`src/hdl/dlycal_pkg.sv`:
```
// Constants for the link delay calibration register bank
// Summary of operation
// - Override enable makes software TX delay win
// - Software TX delay used only when enabled
// - Expose 16-bit computed master-to-slave delay
// - Report round-trip state in bits 29:28
// - Top control bit resets calibration block
// - Middle control bit selects bypass mode
// - Lowest control bit turns calibration on
// - 20-bit target round-trip delay drives calibration
// - Override, current delay and receive control registers slave-only
// - Round-trip register master-only
// - Override beats stream-received TX delay
// - Whole-cycle adjustment is 8 bits
// - Fractional step adjustment is 9 bits
package dlycal_pkg;
   // Register byte offsets
   localparam logic [7:0] OFF_TX_OVR    = 8'h70;
   localparam logic [7:0] OFF_CUR_DLY   = 8'h74;
   localparam logic [7:0] OFF_RTD       = 8'h80;
   localparam logic [7:0] OFF_INT_STS   = 8'h90;
   localparam logic [7:0] OFF_INT_CLR   = 8'h94;
   localparam logic [7:0] OFF_INT_EN    = 8'h98;
   localparam logic [7:0] OFF_RCV_CTRL  = 8'ha0;
   // Field positions and widths
   localparam int TXD_W        = 12;
   localparam int TXD_EN_BIT   = 16;
   localparam int CUR_W        = 16;
   localparam int RTD_TGT_W    = 20;
   localparam int RTD_CTRL_LSB = 24;
   localparam int RTD_STS_LSB  = 28;
   localparam int CYC_W        = 8;
   localparam int STEP_W       = 9;
   localparam int INT_W        = 4;
   // Interrupt status bits
   localparam int INT_CUR_UPD  = 0;
   localparam int INT_RTD_DONE = 1;
   localparam int INT_RTD_ERR  = 2;
   localparam int INT_RX_DLY   = 3;
   // Writable field masks
   localparam logic [31:0] MSK_TX_OVR   = 32'h0001_0fff;
   localparam logic [31:0] MSK_RTD      = 32'h070f_ffff;
   localparam logic [31:0] MSK_INT      = 32'h0000_000f;
   localparam logic [31:0] MSK_RCV_CTRL = 32'h0000_0001;
   // Reset values
   localparam logic [31:0] RST_REG      = 32'h0000_0000;
   // Round-trip status codes
   localparam logic [1:0] RTD_STS_OFF  = 2'b00;
   localparam logic [1:0] RTD_STS_RUN  = 2'b01;
   localparam logic [1:0] RTD_STS_DONE = 2'b10;
   localparam logic [1:0] RTD_STS_ERR  = 2'b11;
   // Round-trip state machine, Gray along off-run-monitor
   typedef enum logic [1:0] {
      RTD_OFF = 2'b00,
      RTD_RUN = 2'b01,
      RTD_MON = 2'b11,
      RTD_ERR = 2'b10
   } dlycal_rtd_st_t;
endpackage : dlycal_pkg

```
`src/hdl/dlycal_rtd_if.sv`:
```
// Interface between register bank and round-trip calibrator
`timescale 1ns/10ps
interface dlycal_rtd_if;
   logic                               cal_reset;
   logic                               cal_bypass;
   logic                               cal_enable;
   logic [dlycal_pkg::RTD_TGT_W-1:0]   target;
   logic [dlycal_pkg::RTD_TGT_W-1:0]   meas;
   logic [dlycal_pkg::STEP_W-1:0]      meas_frac;
   logic                               meas_vld;
   logic [1:0]                         status;
   logic [dlycal_pkg::CYC_W-1:0]       cycle_adj;
   logic [dlycal_pkg::STEP_W-1:0]      step_adj;
   logic                               bypass_act;

   modport regs (output cal_reset, cal_bypass, cal_enable, target,
                 meas, meas_frac, meas_vld,
                 input  status, cycle_adj, step_adj, bypass_act);
   modport cal  (input  cal_reset, cal_bypass, cal_enable, target,
                 meas, meas_frac, meas_vld,
                 output status, cycle_adj, step_adj, bypass_act);
endinterface : dlycal_rtd_if

```
`src/hdl/dlycal_sync.sv`:
```
// Two-flop synchroniser for asynchronous pin inputs
`timescale 1ns/10ps
module dlycal_sync #(
   parameter int W = 1
) (
   // Clock, reset, enable
   input  wire logic          clk,
   input  wire logic          rst_b,
   input  wire logic          ce,
   // Data
   input  wire logic [W-1:0]  d,
   output logic      [W-1:0]  q
);
   logic [W-1:0] meta_r;

   initial
   begin
      if (W < 1) $error("dlycal_sync: width must be positive");
   end

   // First stage read only by second stage
   always_ff @(posedge clk or negedge rst_b)
   begin
      if (!rst_b)
      begin
         meta_r <= '0;
         q      <= '0;
      end
      else if (ce)
      begin
         meta_r <= d;
         q      <= meta_r;
      end
   end
endmodule : dlycal_sync

```
`src/hdl/dlycal_rtd_cal.sv`:
```
// Round-trip delay calibrator state machine
`timescale 1ns/10ps
module dlycal_rtd_cal #(
   parameter int STEPS_PER_CYCLE = 256
) (
   // Clock, reset, enable
   input  wire logic   clk,
   input  wire logic   rst_b,
   input  wire logic   ce,
   // Register side
   dlycal_rtd_if.cal   rif
);
   dlycal_pkg::dlycal_rtd_st_t st_r;
   dlycal_pkg::dlycal_rtd_st_t st_nxt;
   logic [dlycal_pkg::RTD_TGT_W:0]   need;
   logic [dlycal_pkg::RTD_TGT_W-1:0] whole;
   logic                             has_frac;
   logic                             fits;
   logic [dlycal_pkg::STEP_W-1:0]    step_calc;

   initial
   begin
      if (STEPS_PER_CYCLE < 1 || STEPS_PER_CYCLE > 511)
         $error("dlycal_rtd_cal: STEPS_PER_CYCLE out of range");
   end

   // Adjustment needed to stretch measured delay to target
   assign has_frac  = (rif.meas_frac != '0);
   assign need      = {1'b0, rif.target} - {1'b0, rif.meas}
                      - {{dlycal_pkg::RTD_TGT_W{1'b0}}, has_frac};
   assign whole     = need[dlycal_pkg::RTD_TGT_W-1:0];
   assign fits      = !need[dlycal_pkg::RTD_TGT_W]
                      && (whole < (1 << dlycal_pkg::CYC_W));
   assign step_calc = has_frac
                      ? dlycal_pkg::STEP_W'(STEPS_PER_CYCLE) - rif.meas_frac
                      : '0;

   // Next state: reset beats bypass beats enable
   always_comb
   begin
      st_nxt = st_r;
      case (st_r)
         dlycal_pkg::RTD_OFF:
            if (rif.cal_enable && !rif.cal_bypass)
               st_nxt = dlycal_pkg::RTD_RUN;
         dlycal_pkg::RTD_RUN:
            if (!rif.cal_enable || rif.cal_bypass)
               st_nxt = dlycal_pkg::RTD_OFF;
            else if (rif.meas_vld)
               st_nxt = fits ? dlycal_pkg::RTD_MON : dlycal_pkg::RTD_ERR;
         dlycal_pkg::RTD_MON:
            if (!rif.cal_enable || rif.cal_bypass)
               st_nxt = dlycal_pkg::RTD_OFF;
            else if (rif.meas_vld && !fits)
               st_nxt = dlycal_pkg::RTD_ERR;
         dlycal_pkg::RTD_ERR:
            st_nxt = dlycal_pkg::RTD_ERR;
         default:
            st_nxt = dlycal_pkg::RTD_OFF;
      endcase
      if (rif.cal_reset)
         st_nxt = dlycal_pkg::RTD_OFF;
   end

   // State, status and adjustment registers
   always_ff @(posedge clk or negedge rst_b)
   begin
      if (!rst_b)
      begin
         st_r           <= dlycal_pkg::RTD_OFF;
         rif.status     <= dlycal_pkg::RTD_STS_OFF;
         rif.cycle_adj  <= '0;
         rif.step_adj   <= '0;
         rif.bypass_act <= 1'b0;
      end
      else if (ce)
      begin
         st_r <= st_nxt;
         case (st_nxt)
            dlycal_pkg::RTD_RUN: rif.status <= dlycal_pkg::RTD_STS_RUN;
            dlycal_pkg::RTD_MON: rif.status <= dlycal_pkg::RTD_STS_DONE;
            dlycal_pkg::RTD_ERR: rif.status <= dlycal_pkg::RTD_STS_ERR;
            default:             rif.status <= dlycal_pkg::RTD_STS_OFF;
         endcase
         rif.bypass_act <= rif.cal_bypass && !rif.cal_reset;
         if (rif.cal_reset || rif.cal_bypass || !rif.cal_enable)
         begin
            rif.cycle_adj <= '0;
            rif.step_adj  <= '0;
         end
         else if (rif.meas_vld && fits && st_r != dlycal_pkg::RTD_ERR)
         begin
            rif.cycle_adj <= whole[dlycal_pkg::CYC_W-1:0];
            rif.step_adj  <= step_calc;
         end
      end
   end
endmodule : dlycal_rtd_cal

```
`src/hdl/dlycal_regs.sv`:
```
// Delay calibration register bank with Wishbone slave
`timescale 1ns/10ps
module dlycal_regs #(
   parameter bit ROLE_MASTER     = 1'b0,
   parameter int STEPS_PER_CYCLE = 256
) (
   // Clock, reset, enable
   input  wire logic                               clk,
   input  wire logic                               rst_b,
   input  wire logic                               ce,
   // Wishbone slave
   input  wire logic                               wb_cyc_i,
   input  wire logic                               wb_stb_i,
   input  wire logic                               wb_we_i,
   input  wire logic [7:0]                         wb_adr_i,
   input  wire logic [3:0]                         wb_sel_i,
   input  wire logic [31:0]                        wb_dat_i,
   output logic      [31:0]                        wb_dat_o,
   output logic                                    wb_ack_o,
   // Interrupt
   output logic                                    irq,
   // Slave-role delay measurement pins
   input  wire logic                               delay_measure_clock,
   input  wire logic                               sync_master_mark,
   input  wire logic                               sync_local_mark,
   // Slave-role TX delay from incoming stream
   input  wire logic [dlycal_pkg::TXD_W-1:0]       link_tx_delay,
   input  wire logic                               link_tx_delay_vld,
   // Slave-role TX delay in use
   output logic      [dlycal_pkg::TXD_W-1:0]       tx_delay,
   output logic                                    tx_delay_vld,
   // Master-role round-trip measurement
   input  wire logic [dlycal_pkg::RTD_TGT_W-1:0]   rtd_meas,
   input  wire logic [dlycal_pkg::STEP_W-1:0]      rtd_meas_frac,
   input  wire logic                               rtd_meas_vld,
   // Master-role round-trip adjustment
   output logic      [dlycal_pkg::CYC_W-1:0]       rtd_cycle_adj,
   output logic      [dlycal_pkg::STEP_W-1:0]      rtd_step_adj,
   output logic                                    rtd_bypass
);
   localparam logic [dlycal_pkg::CUR_W-1:0] CUR_MAX = '1;

   // Register state
   logic [31:0]                     tx_ovr_r;
   logic [31:0]                     rtd_r;
   logic [31:0]                     rcv_ctrl_r;
   logic [dlycal_pkg::INT_W-1:0]    int_sts_r;
   logic [dlycal_pkg::INT_W-1:0]    int_sts_nxt;
   logic [dlycal_pkg::INT_W-1:0]    int_en_r;
   logic [dlycal_pkg::CUR_W-1:0]    cur_dly_r;
   logic [dlycal_pkg::CUR_W-1:0]    cnt_r;
   logic                            cnt_run_r;
   logic [2:0]                      pin_s;
   logic [2:0]                      pin_prev_r;
   logic [dlycal_pkg::TXD_W-1:0]    rx_dly_r;
   logic                            rx_dly_vld_r;
   logic [1:0]                      rtd_sts_prev_r;
   logic                            ack_r;
   logic [31:0]                     rdat_r;

   // Bus decode
   wire        bus_req   = wb_cyc_i && wb_stb_i && !ack_r;
   wire        bus_wr    = bus_req && wb_we_i;
   wire [31:0] byte_msk  = {{8{wb_sel_i[3]}}, {8{wb_sel_i[2]}},
                            {8{wb_sel_i[1]}}, {8{wb_sel_i[0]}}};
   wire [7:0]  adr_w     = {wb_adr_i[7:2], 2'b00};
   wire        has_slv   = !ROLE_MASTER;
   wire        has_mst   = ROLE_MASTER;
   wire        sel_txo   = has_slv && adr_w == dlycal_pkg::OFF_TX_OVR;
   wire        sel_cur   = has_slv && adr_w == dlycal_pkg::OFF_CUR_DLY;
   wire        sel_rtd   = has_mst && adr_w == dlycal_pkg::OFF_RTD;
   wire        sel_rcv   = has_slv && adr_w == dlycal_pkg::OFF_RCV_CTRL;
   wire        sel_ists  = adr_w == dlycal_pkg::OFF_INT_STS;
   wire        sel_iclr  = adr_w == dlycal_pkg::OFF_INT_CLR;
   wire        sel_ien   = adr_w == dlycal_pkg::OFF_INT_EN;
   wire        wr_txo    = bus_wr && sel_txo;
   wire        wr_rtd    = bus_wr && sel_rtd;
   wire        wr_rcv    = bus_wr && sel_rcv;
   wire        wr_iclr   = bus_wr && sel_iclr;
   wire        wr_ien    = bus_wr && sel_ien;

   wire [31:0] txo_nxt   = ((tx_ovr_r & ~byte_msk) | (wb_dat_i & byte_msk))
                           & dlycal_pkg::MSK_TX_OVR;
   wire [31:0] rtd_nxt   = ((rtd_r & ~byte_msk) | (wb_dat_i & byte_msk))
                           & dlycal_pkg::MSK_RTD;
   wire [31:0] rcv_nxt   = ((rcv_ctrl_r & ~byte_msk)
                           | (wb_dat_i & byte_msk))
                           & dlycal_pkg::MSK_RCV_CTRL;
   wire [31:0] ien_nxt   = (({28'h0000000, int_en_r} & ~byte_msk)
                           | (wb_dat_i & byte_msk)) & dlycal_pkg::MSK_INT;
   wire [dlycal_pkg::INT_W-1:0] clr_bits =
      wr_iclr ? dlycal_pkg::INT_W'(wb_dat_i & byte_msk) : '0;

   // Software fields
   wire        usr_en    = tx_ovr_r[dlycal_pkg::TXD_EN_BIT];
   wire [dlycal_pkg::TXD_W-1:0] usr_dly = tx_ovr_r[dlycal_pkg::TXD_W-1:0];
   wire        rcv_en    = rcv_ctrl_r[0];

   // Synchronised measurement pins
   wire        dmc_s     = pin_s[0];
   wire        mst_s     = pin_s[1];
   wire        loc_s     = pin_s[2];
   wire        dmc_rise  = dmc_s && !pin_prev_r[0];
   wire        mst_rise  = mst_s && !pin_prev_r[1];
   wire        loc_rise  = loc_s && !pin_prev_r[2];
   wire        cur_done  = has_slv && cnt_run_r && loc_rise;

   // Stream delay capture, ignored under override
   // override beats stream capture
   wire        rx_take   = has_slv && rcv_en && !usr_en
                           && link_tx_delay_vld;

   // Round-trip events from calibrator status
   dlycal_rtd_if rif ();
   wire        rtd_done_ev = has_mst
                             && rif.status == dlycal_pkg::RTD_STS_DONE
                             && rtd_sts_prev_r != dlycal_pkg::RTD_STS_DONE;
   wire        rtd_err_ev  = has_mst
                             && rif.status == dlycal_pkg::RTD_STS_ERR
                             && rtd_sts_prev_r != dlycal_pkg::RTD_STS_ERR;

   // Read data mux, absent registers read zero
   wire [31:0] rd_txo  = sel_txo  ? tx_ovr_r : 32'h0000_0000;
   wire [31:0] rd_cur  = sel_cur  ? {16'h0000, cur_dly_r} : 32'h0000_0000;
   wire [31:0] rd_rtd  = sel_rtd
                         ? (rtd_r | {2'b00, rif.status, 28'h0000000})
                         : 32'h0000_0000;
   wire [31:0] rd_rcv  = sel_rcv  ? rcv_ctrl_r : 32'h0000_0000;
   wire [31:0] rd_ists = sel_ists ? {28'h0000000, int_sts_r}
                                  : 32'h0000_0000;
   wire [31:0] rd_ien  = sel_ien  ? {28'h0000000, int_en_r}
                                  : 32'h0000_0000;
   wire [31:0] rd_mux  = rd_txo | rd_cur | rd_rtd | rd_rcv
                         | rd_ists | rd_ien;

   // Calibrator drive
   // top control bit resets
   assign rif.cal_reset  = rtd_r[dlycal_pkg::RTD_CTRL_LSB+2];
   assign rif.cal_bypass = rtd_r[dlycal_pkg::RTD_CTRL_LSB+1];
   assign rif.cal_enable = rtd_r[dlycal_pkg::RTD_CTRL_LSB] && has_mst;
   assign rif.target     = rtd_r[dlycal_pkg::RTD_TGT_W-1:0];
   assign rif.meas       = rtd_meas;
   assign rif.meas_frac  = rtd_meas_frac;
   assign rif.meas_vld   = rtd_meas_vld && has_mst;

   // Master-role outputs from calibrator flops
   assign rtd_cycle_adj = rif.cycle_adj;
   assign rtd_step_adj  = rif.step_adj;
   assign rtd_bypass    = rif.bypass_act;

   // Sticky events, set wins over clear
   always_comb
   begin
      int_sts_nxt = int_sts_r & ~clr_bits;
      if (cur_done)
         int_sts_nxt[dlycal_pkg::INT_CUR_UPD] = 1'b1;
      if (rtd_done_ev)
         int_sts_nxt[dlycal_pkg::INT_RTD_DONE] = 1'b1;
      if (rtd_err_ev)
         int_sts_nxt[dlycal_pkg::INT_RTD_ERR] = 1'b1;
      if (rx_take)
         int_sts_nxt[dlycal_pkg::INT_RX_DLY] = 1'b1;
   end

   // Pin synchroniser
   dlycal_sync #(
      .W (3)
   ) u_pin_sync (
      .clk   (clk),
      .rst_b (rst_b),
      .ce    (ce),
      .d     ({sync_local_mark, sync_master_mark, delay_measure_clock}),
      .q     (pin_s)
   );

   // Round-trip calibrator
   dlycal_rtd_cal #(
      .STEPS_PER_CYCLE (STEPS_PER_CYCLE)
   ) u_rtd_cal (
      .clk   (clk),
      .rst_b (rst_b),
      .ce    (ce),
      .rif   (rif.cal)
   );

   // Wishbone answer one cycle after request
   always_ff @(posedge clk or negedge rst_b)
   begin
      if (!rst_b)
      begin
         ack_r  <= 1'b0;
         rdat_r <= dlycal_pkg::RST_REG;
      end
      else if (ce)
      begin
         ack_r  <= bus_req;
         rdat_r <= bus_req && !wb_we_i ? rd_mux : 32'h0000_0000;
      end
   end

   assign wb_ack_o = ack_r;
   assign wb_dat_o = rdat_r;

   // Software-written registers
   always_ff @(posedge clk or negedge rst_b)
   begin
      if (!rst_b)
      begin
         tx_ovr_r   <= dlycal_pkg::RST_REG;
         rtd_r      <= dlycal_pkg::RST_REG;
         rcv_ctrl_r <= dlycal_pkg::RST_REG;
         int_en_r   <= '0;
      end
      else if (ce)
      begin
         if (wr_txo)
            tx_ovr_r <= txo_nxt;
         if (wr_rtd)
            rtd_r <= rtd_nxt;
         if (wr_rcv)
            rcv_ctrl_r <= rcv_nxt;
         if (wr_ien)
            int_en_r <= ien_nxt[dlycal_pkg::INT_W-1:0];
      end
   end

   // Interrupt status and line
   always_ff @(posedge clk or negedge rst_b)
   begin
      if (!rst_b)
      begin
         int_sts_r      <= '0;
         irq            <= 1'b0;
         rtd_sts_prev_r <= dlycal_pkg::RTD_STS_OFF;
      end
      else if (ce)
      begin
         int_sts_r      <= int_sts_nxt;
         irq            <= |(int_sts_nxt & int_en_r);
         rtd_sts_prev_r <= rif.status;
      end
   end

   always_ff @(posedge clk or negedge rst_b)
   begin
      if (!rst_b)
      begin
         pin_prev_r <= '0;
         cnt_r      <= '0;
         cnt_run_r  <= 1'b0;
         cur_dly_r  <= '0;
      end
      else if (ce)
      begin
         pin_prev_r <= pin_s;
         if (has_slv && mst_rise)
         begin
            cnt_r     <= '0;
            cnt_run_r <= 1'b1;
         end
         else if (cur_done)
         begin
            cnt_run_r <= 1'b0;
            cur_dly_r <= cnt_r;
         end
         else if (cnt_run_r && dmc_rise && cnt_r != CUR_MAX)
            cnt_r <= cnt_r + 1'b1;
      end
   end

   // Stream-received TX delay holder
   always_ff @(posedge clk or negedge rst_b)
   begin
      if (!rst_b)
      begin
         rx_dly_r     <= '0;
         rx_dly_vld_r <= 1'b0;
      end
      else if (ce)
      begin
         if (rx_take)
         begin
            rx_dly_r     <= link_tx_delay;
            rx_dly_vld_r <= 1'b1;
         end
         else if (!rcv_en)
            rx_dly_vld_r <= 1'b0;
      end
   end

   // TX delay in use
   always_ff @(posedge clk or negedge rst_b)
   begin
      if (!rst_b)
      begin
         tx_delay     <= '0;
         tx_delay_vld <= 1'b0;
      end
      else if (ce)
      begin
         if (has_slv && usr_en)
         begin
            tx_delay     <= usr_dly;
            tx_delay_vld <= 1'b1;
         end
         else if (has_slv && rx_dly_vld_r)
         begin
            tx_delay     <= rx_dly_r;
            tx_delay_vld <= 1'b1;
         end
         else
         begin
            tx_delay     <= '0;
            tx_delay_vld <= 1'b0;
         end
      end
   end
endmodule : dlycal_regs

```
`config.mk`:
```
export PLATFORM = sky130hd
export DESIGN_NAME = dlycal_regs
export DESIGN_NICKNAME = d
export VERILOG_FILES = /design/src/hdl/dlycal_pkg.sv /design/src/hdl/dlycal_rtd_if.sv /design/src/hdl/dlycal_sync.sv /design/src/hdl/dlycal_rtd_cal.sv /design/src/hdl/dlycal_regs.sv
export SDC_FILE = /design/constraint.sdc
export NUM_CORES = 1
export LEC_CHECK = 0
export BUFFER_PORTS_ARGS = -buffer_cell sky130_fd_sc_hd__buf_2
export CORE_ASPECT_RATIO = 0.6
export CORE_UTILIZATION = 46
export DETAILED_ROUTE_END_ITERATION = 8
export PLACE_DENSITY = 0.82
export SYNTH_ARGS = -nofsm -noshare
export SYNTH_HDL_FRONTEND = slang
export SYNTH_SLANG_ARGS = --single-unit
```
`constraint.sdc`:
```
create_clock -name clk -period 1.6 [get_ports clk]
set_input_delay 0.16 -clock clk [delete_from_list [all_inputs] [get_ports clk]]
set_output_delay 0.16 -clock clk [all_outputs]
set_load 0.01 [all_outputs]
```
==> out/results.ini <==
[sta]
fmax_mhz = 598
final.min_clock_period_ns = 1.67
max_slew_margin_pct = 65.2
maxSlewViolCount = 0
hold_slack_ns = 0.0271
fin_skew_ns = 0.0105
tightestPinTransition_ns = 0.520
finalHoldViolCount = 0
grt_setup_unrepaired = yes
fin_crit_sh_pct = 104
worst_slack_ns = -0.0711
setup_viol = 20

[logic_synthesis]
ys_types = 62
synth-seq-cells = 109
synthAdderAreaFrac_pct = 0.241
synthXorXnorAreaFrac_pct = 0
yosysSeqAreaShare_pct = 52.6
synthMuxAreaShare_pct = 12.9
ys_warn_count = 0
netlist_instances = 430
synth_top_area_cell = dfrtp_1
synthArstFlopShare_pct = 100
syn_avg_cell_area_sq_um = 12.1
synth-edff-count = 0
netlist_area_sq_um = 5180
synth_top_family_by_area = simple AND/OR/NAND/NOR gates
synth-simple-area-share_pct = 13.6
yosysTopAreaCellShare_pct = 52.6
synth-compound-area-share_pct = 13.4
ys.flop_type = dfrtp_1
synthTopCellsByArea = dfrtp_1, mux2_2, buf_4

[global_routing]
track_usage_pct = 23.5
grt_antenna_before_repair = 1
grt.overflow.total = 0
grt_pass1_wl_um = 21200
grt_max_degree = 38
grt_pass1_vias = 3953

[critical_path]
cp-end-kind = flop
crit_type = reg2reg
cp_max_fo = 8
rrSetupSlack_ns = -0.07
cp_data_arrival_time_ns = 1.92
critPathTopFamily = simple AND/OR/NAND/NOR gates
slowest_stage = dfrtp_1
cp_cell_sequence = and2b_4, nand2_4, nor3b_4, buf_6, buf_12, mux2_4
path_buf_inv = 2
required_ns = 1.85
max_stage_delay_ns = 0.38
start_kind = flop

[clock_tree]
clk_pin_slew_ns = 0.08
cts_root_buf = clkbuf_16
cts.sink_count = 109
clk_path_buf_depth = 2
numCtsBuffers = 9
h-tree-depth = 3
cts_tree = yes
worstSkewPairLatency_ns = 0.36

[place]
port_buffers = 75
post-dp-hpwl_um = 9190
gp_congestion = 0.874
dpl-instance-area_sq_um = 5940
placedCellCount = 669
pre_cts_slack_ns = -0.114

[finish]
fin_nets = 651
postLayoutCellArea_sq_um = 6650
final_core_utilization_pct = 61.7
syn2layout_area_growth_pct = 28.3
drive_above_1_share_pct = 45.4
fin_cells = 698
diodes = 0
fillers = 813

[routing]
first_iter_violations = 341
drc = 6
ant_nets = 0
dr_total_vias = 4035
vias_per_cell = 5.78
wl_per_cell_um = 18.9
firstDrtPassIters = 9
drt-total-wl_um = 13200

[status]
violations = DRC, setup timing
status = finished, violations left

[floorplan]
coreArea_sq_um = 10800
placementRows = 29
die_area_sq_um = 11700
die_x_um = 139
initial_core_util_pct = 48.1
io_pins = 161
die_height_um = 84.2

[pwr]
ir_worst_vdd_v = 0.000595
p_leak_nw = 3.24
power.density_nw_per_um2 = 930

[job]
max_cap_violations = 0

[worst_hold_path]
hold_path_class = in2reg

==> cell usage in the layout, fill, tap and decap left out, drive strengths merged, types with 2 or more instances in the layout <==
| master | synthesis | routed |
|---|---|---|
| a211o | 2 | 2 |
| a21boi | 2 | 2 |
| a21oi | 10 | 10 |
| a221oi | 14 | 14 |
| a22oi | 8 | 8 |
| a31oi | 5 | 5 |
| a32o | 7 | 7 |
| and3 | 4 | 4 |
| and4 | 3 | 3 |
| buf | 45 | 136 |
| clkbuf | 11 | 9 |
| conb | 1 | 33 |
| dfrtp | 109 | 109 |
| inv | 1 | 6 |
| mux2 | 55 | 55 |
| mux2i | 5 | 5 |
| nand2 | 24 | 24 |
| nand2b | 2 | 2 |
| nand3 | 11 | 11 |
| nand4 | 6 | 6 |
| nand4b | 5 | 5 |
| nand4bb | 2 | 2 |
| nor2 | 36 | 36 |
| nor2b | 3 | 3 |
| nor3 | 7 | 7 |
| nor3b | 2 | 2 |
| nor4 | 2 | 2 |
| o211ai | 6 | 6 |
| o21ai | 6 | 6 |
| o21ba | 2 | 2 |
| o2bb2ai | 13 | 13 |
| o311ai | 2 | 2 |
| o31ai | 2 | 2 |
| o41ai | 4 | 4 |
| or2 | 2 | 2 |
==> cells by family (layout without fill, tap and decap cells) <==
family,after synthesis,in the layout
simple gates,114,114
flops,109,109
compound gates,88,88
mux,60,60
buf+inv,57,154
fa+ha+maj,1,1
other cells,1,33
==> per-layer routing <==
metal | vias to the layer above | share of wire, % | wire [um] | GRT usage [%]
met5 | - | 0.076 | 10 | 0
met4 | 2 | 1.0 | 136 | 5.96
met3 | 17 | 9.1 | 1200 | 6.56
met2 | 198 | 45 | 5950 | 34.6
met1 | 2033 | 45 | 5870 | 34.4
li1 | 1785 | - | - | -
==> cell type report <==
| class | instances | area [sq um] | area share, % |
|---|---|---|---|
| flip-flops and latches | 109 | 2730 | 41.0 |
| multi-input cells | 296 | 2450 | 36.8 |
| repair buffers | 137 | 983 | 14.8 |
| clock buffers | 9 | 225 | 3.39 |
| well taps | 139 | 174 | 2.62 |
| clock inverters | 7 | 87.6 | 1.32 |
| inverters | 1 | 3.75 | 0.0564 |
==> power by group <==
part | switching (W) | total (W) | internal [W]
registers | 0.000101 | 0.00298 | 0.00288
logic | 0.000459 | 0.000837 | 0.000378
clock network | 0.00111 | 0.00236 | 0.00126
==> cell usage after synthesis, drive strengths merged, types with 2 or more instances <==
| cell type | count |
|---|---|
| nor2 | 36 |
| o211ai | 6 |
| nand2 | 24 |
| a211o | 2 |
| nand4bb | 2 |
| nand3 | 11 |
| a21boi | 2 |
| nand2b | 2 |
| o31ai | 2 |
| o2bb2ai | 13 |
| a22oi | 8 |
| o41ai | 4 |
| o21ai | 6 |
| o311ai | 2 |
| and3 | 4 |
| or2 | 2 |
| nor4 | 2 |
| and4 | 3 |
| a221oi | 14 |
| nand4 | 6 |
| a31oi | 5 |
| nand4b | 5 |
| clkbuf | 11 |
| mux2 | 55 |
| nor3b | 2 |
| nor3 | 7 |
| o21ba | 2 |
| a32o | 7 |
| mux2i | 5 |
| buf | 45 |
| a21oi | 10 |
| nor2b | 3 |
| dfrtp | 109 |
==> stage by stage <==
stage	power, W	TNS [ns]
floorplan	0.00344	-0.869
detailed placement	0.00372	-1.60
finish	0.00618	-1.11
global placement	0.00368	-0.500
CTS	0.00613	-1.10
global route	0.00642	-2.42
==> worst paths after layout <==
check                                   from            end  cells after the start
hold / removal             link_tx_delay[10]   rx_dly_r[10]                      2
max in group asynchronous              rst_b   cur_dly_r[7]                      3
min in group asynchronous              rst_b  pin_prev_r[2]                      2
setup / recovery               pin_prev_r[2]   cur_dly_r[8]                      6
hold reg to reg                  wb_dat_o[6]    wb_dat_o[6]                      1
setup reg to reg               pin_prev_r[2]   cur_dly_r[8]                      6
==> timing repair <==
item	4_1_cts	5_1_grt
resized for setup	30	33
hold endpoints to repair	30	0
setup buffers	6	6
hold buffers	1	0
gates cloned	1	0
pin swaps	9	14
endpoints found under the setup margin	25	69
==> worst reg2reg max path, cell delays in order (launching register included) <==
cell	delay, ns
dfrtp_1	0.38
and2b_4	0.33
nand2_4	0.07
nor3b_4	0.17
buf_6	0.15
buf_12	0.14
mux2_4	0.31
Power figures use the tool's default switching activity.
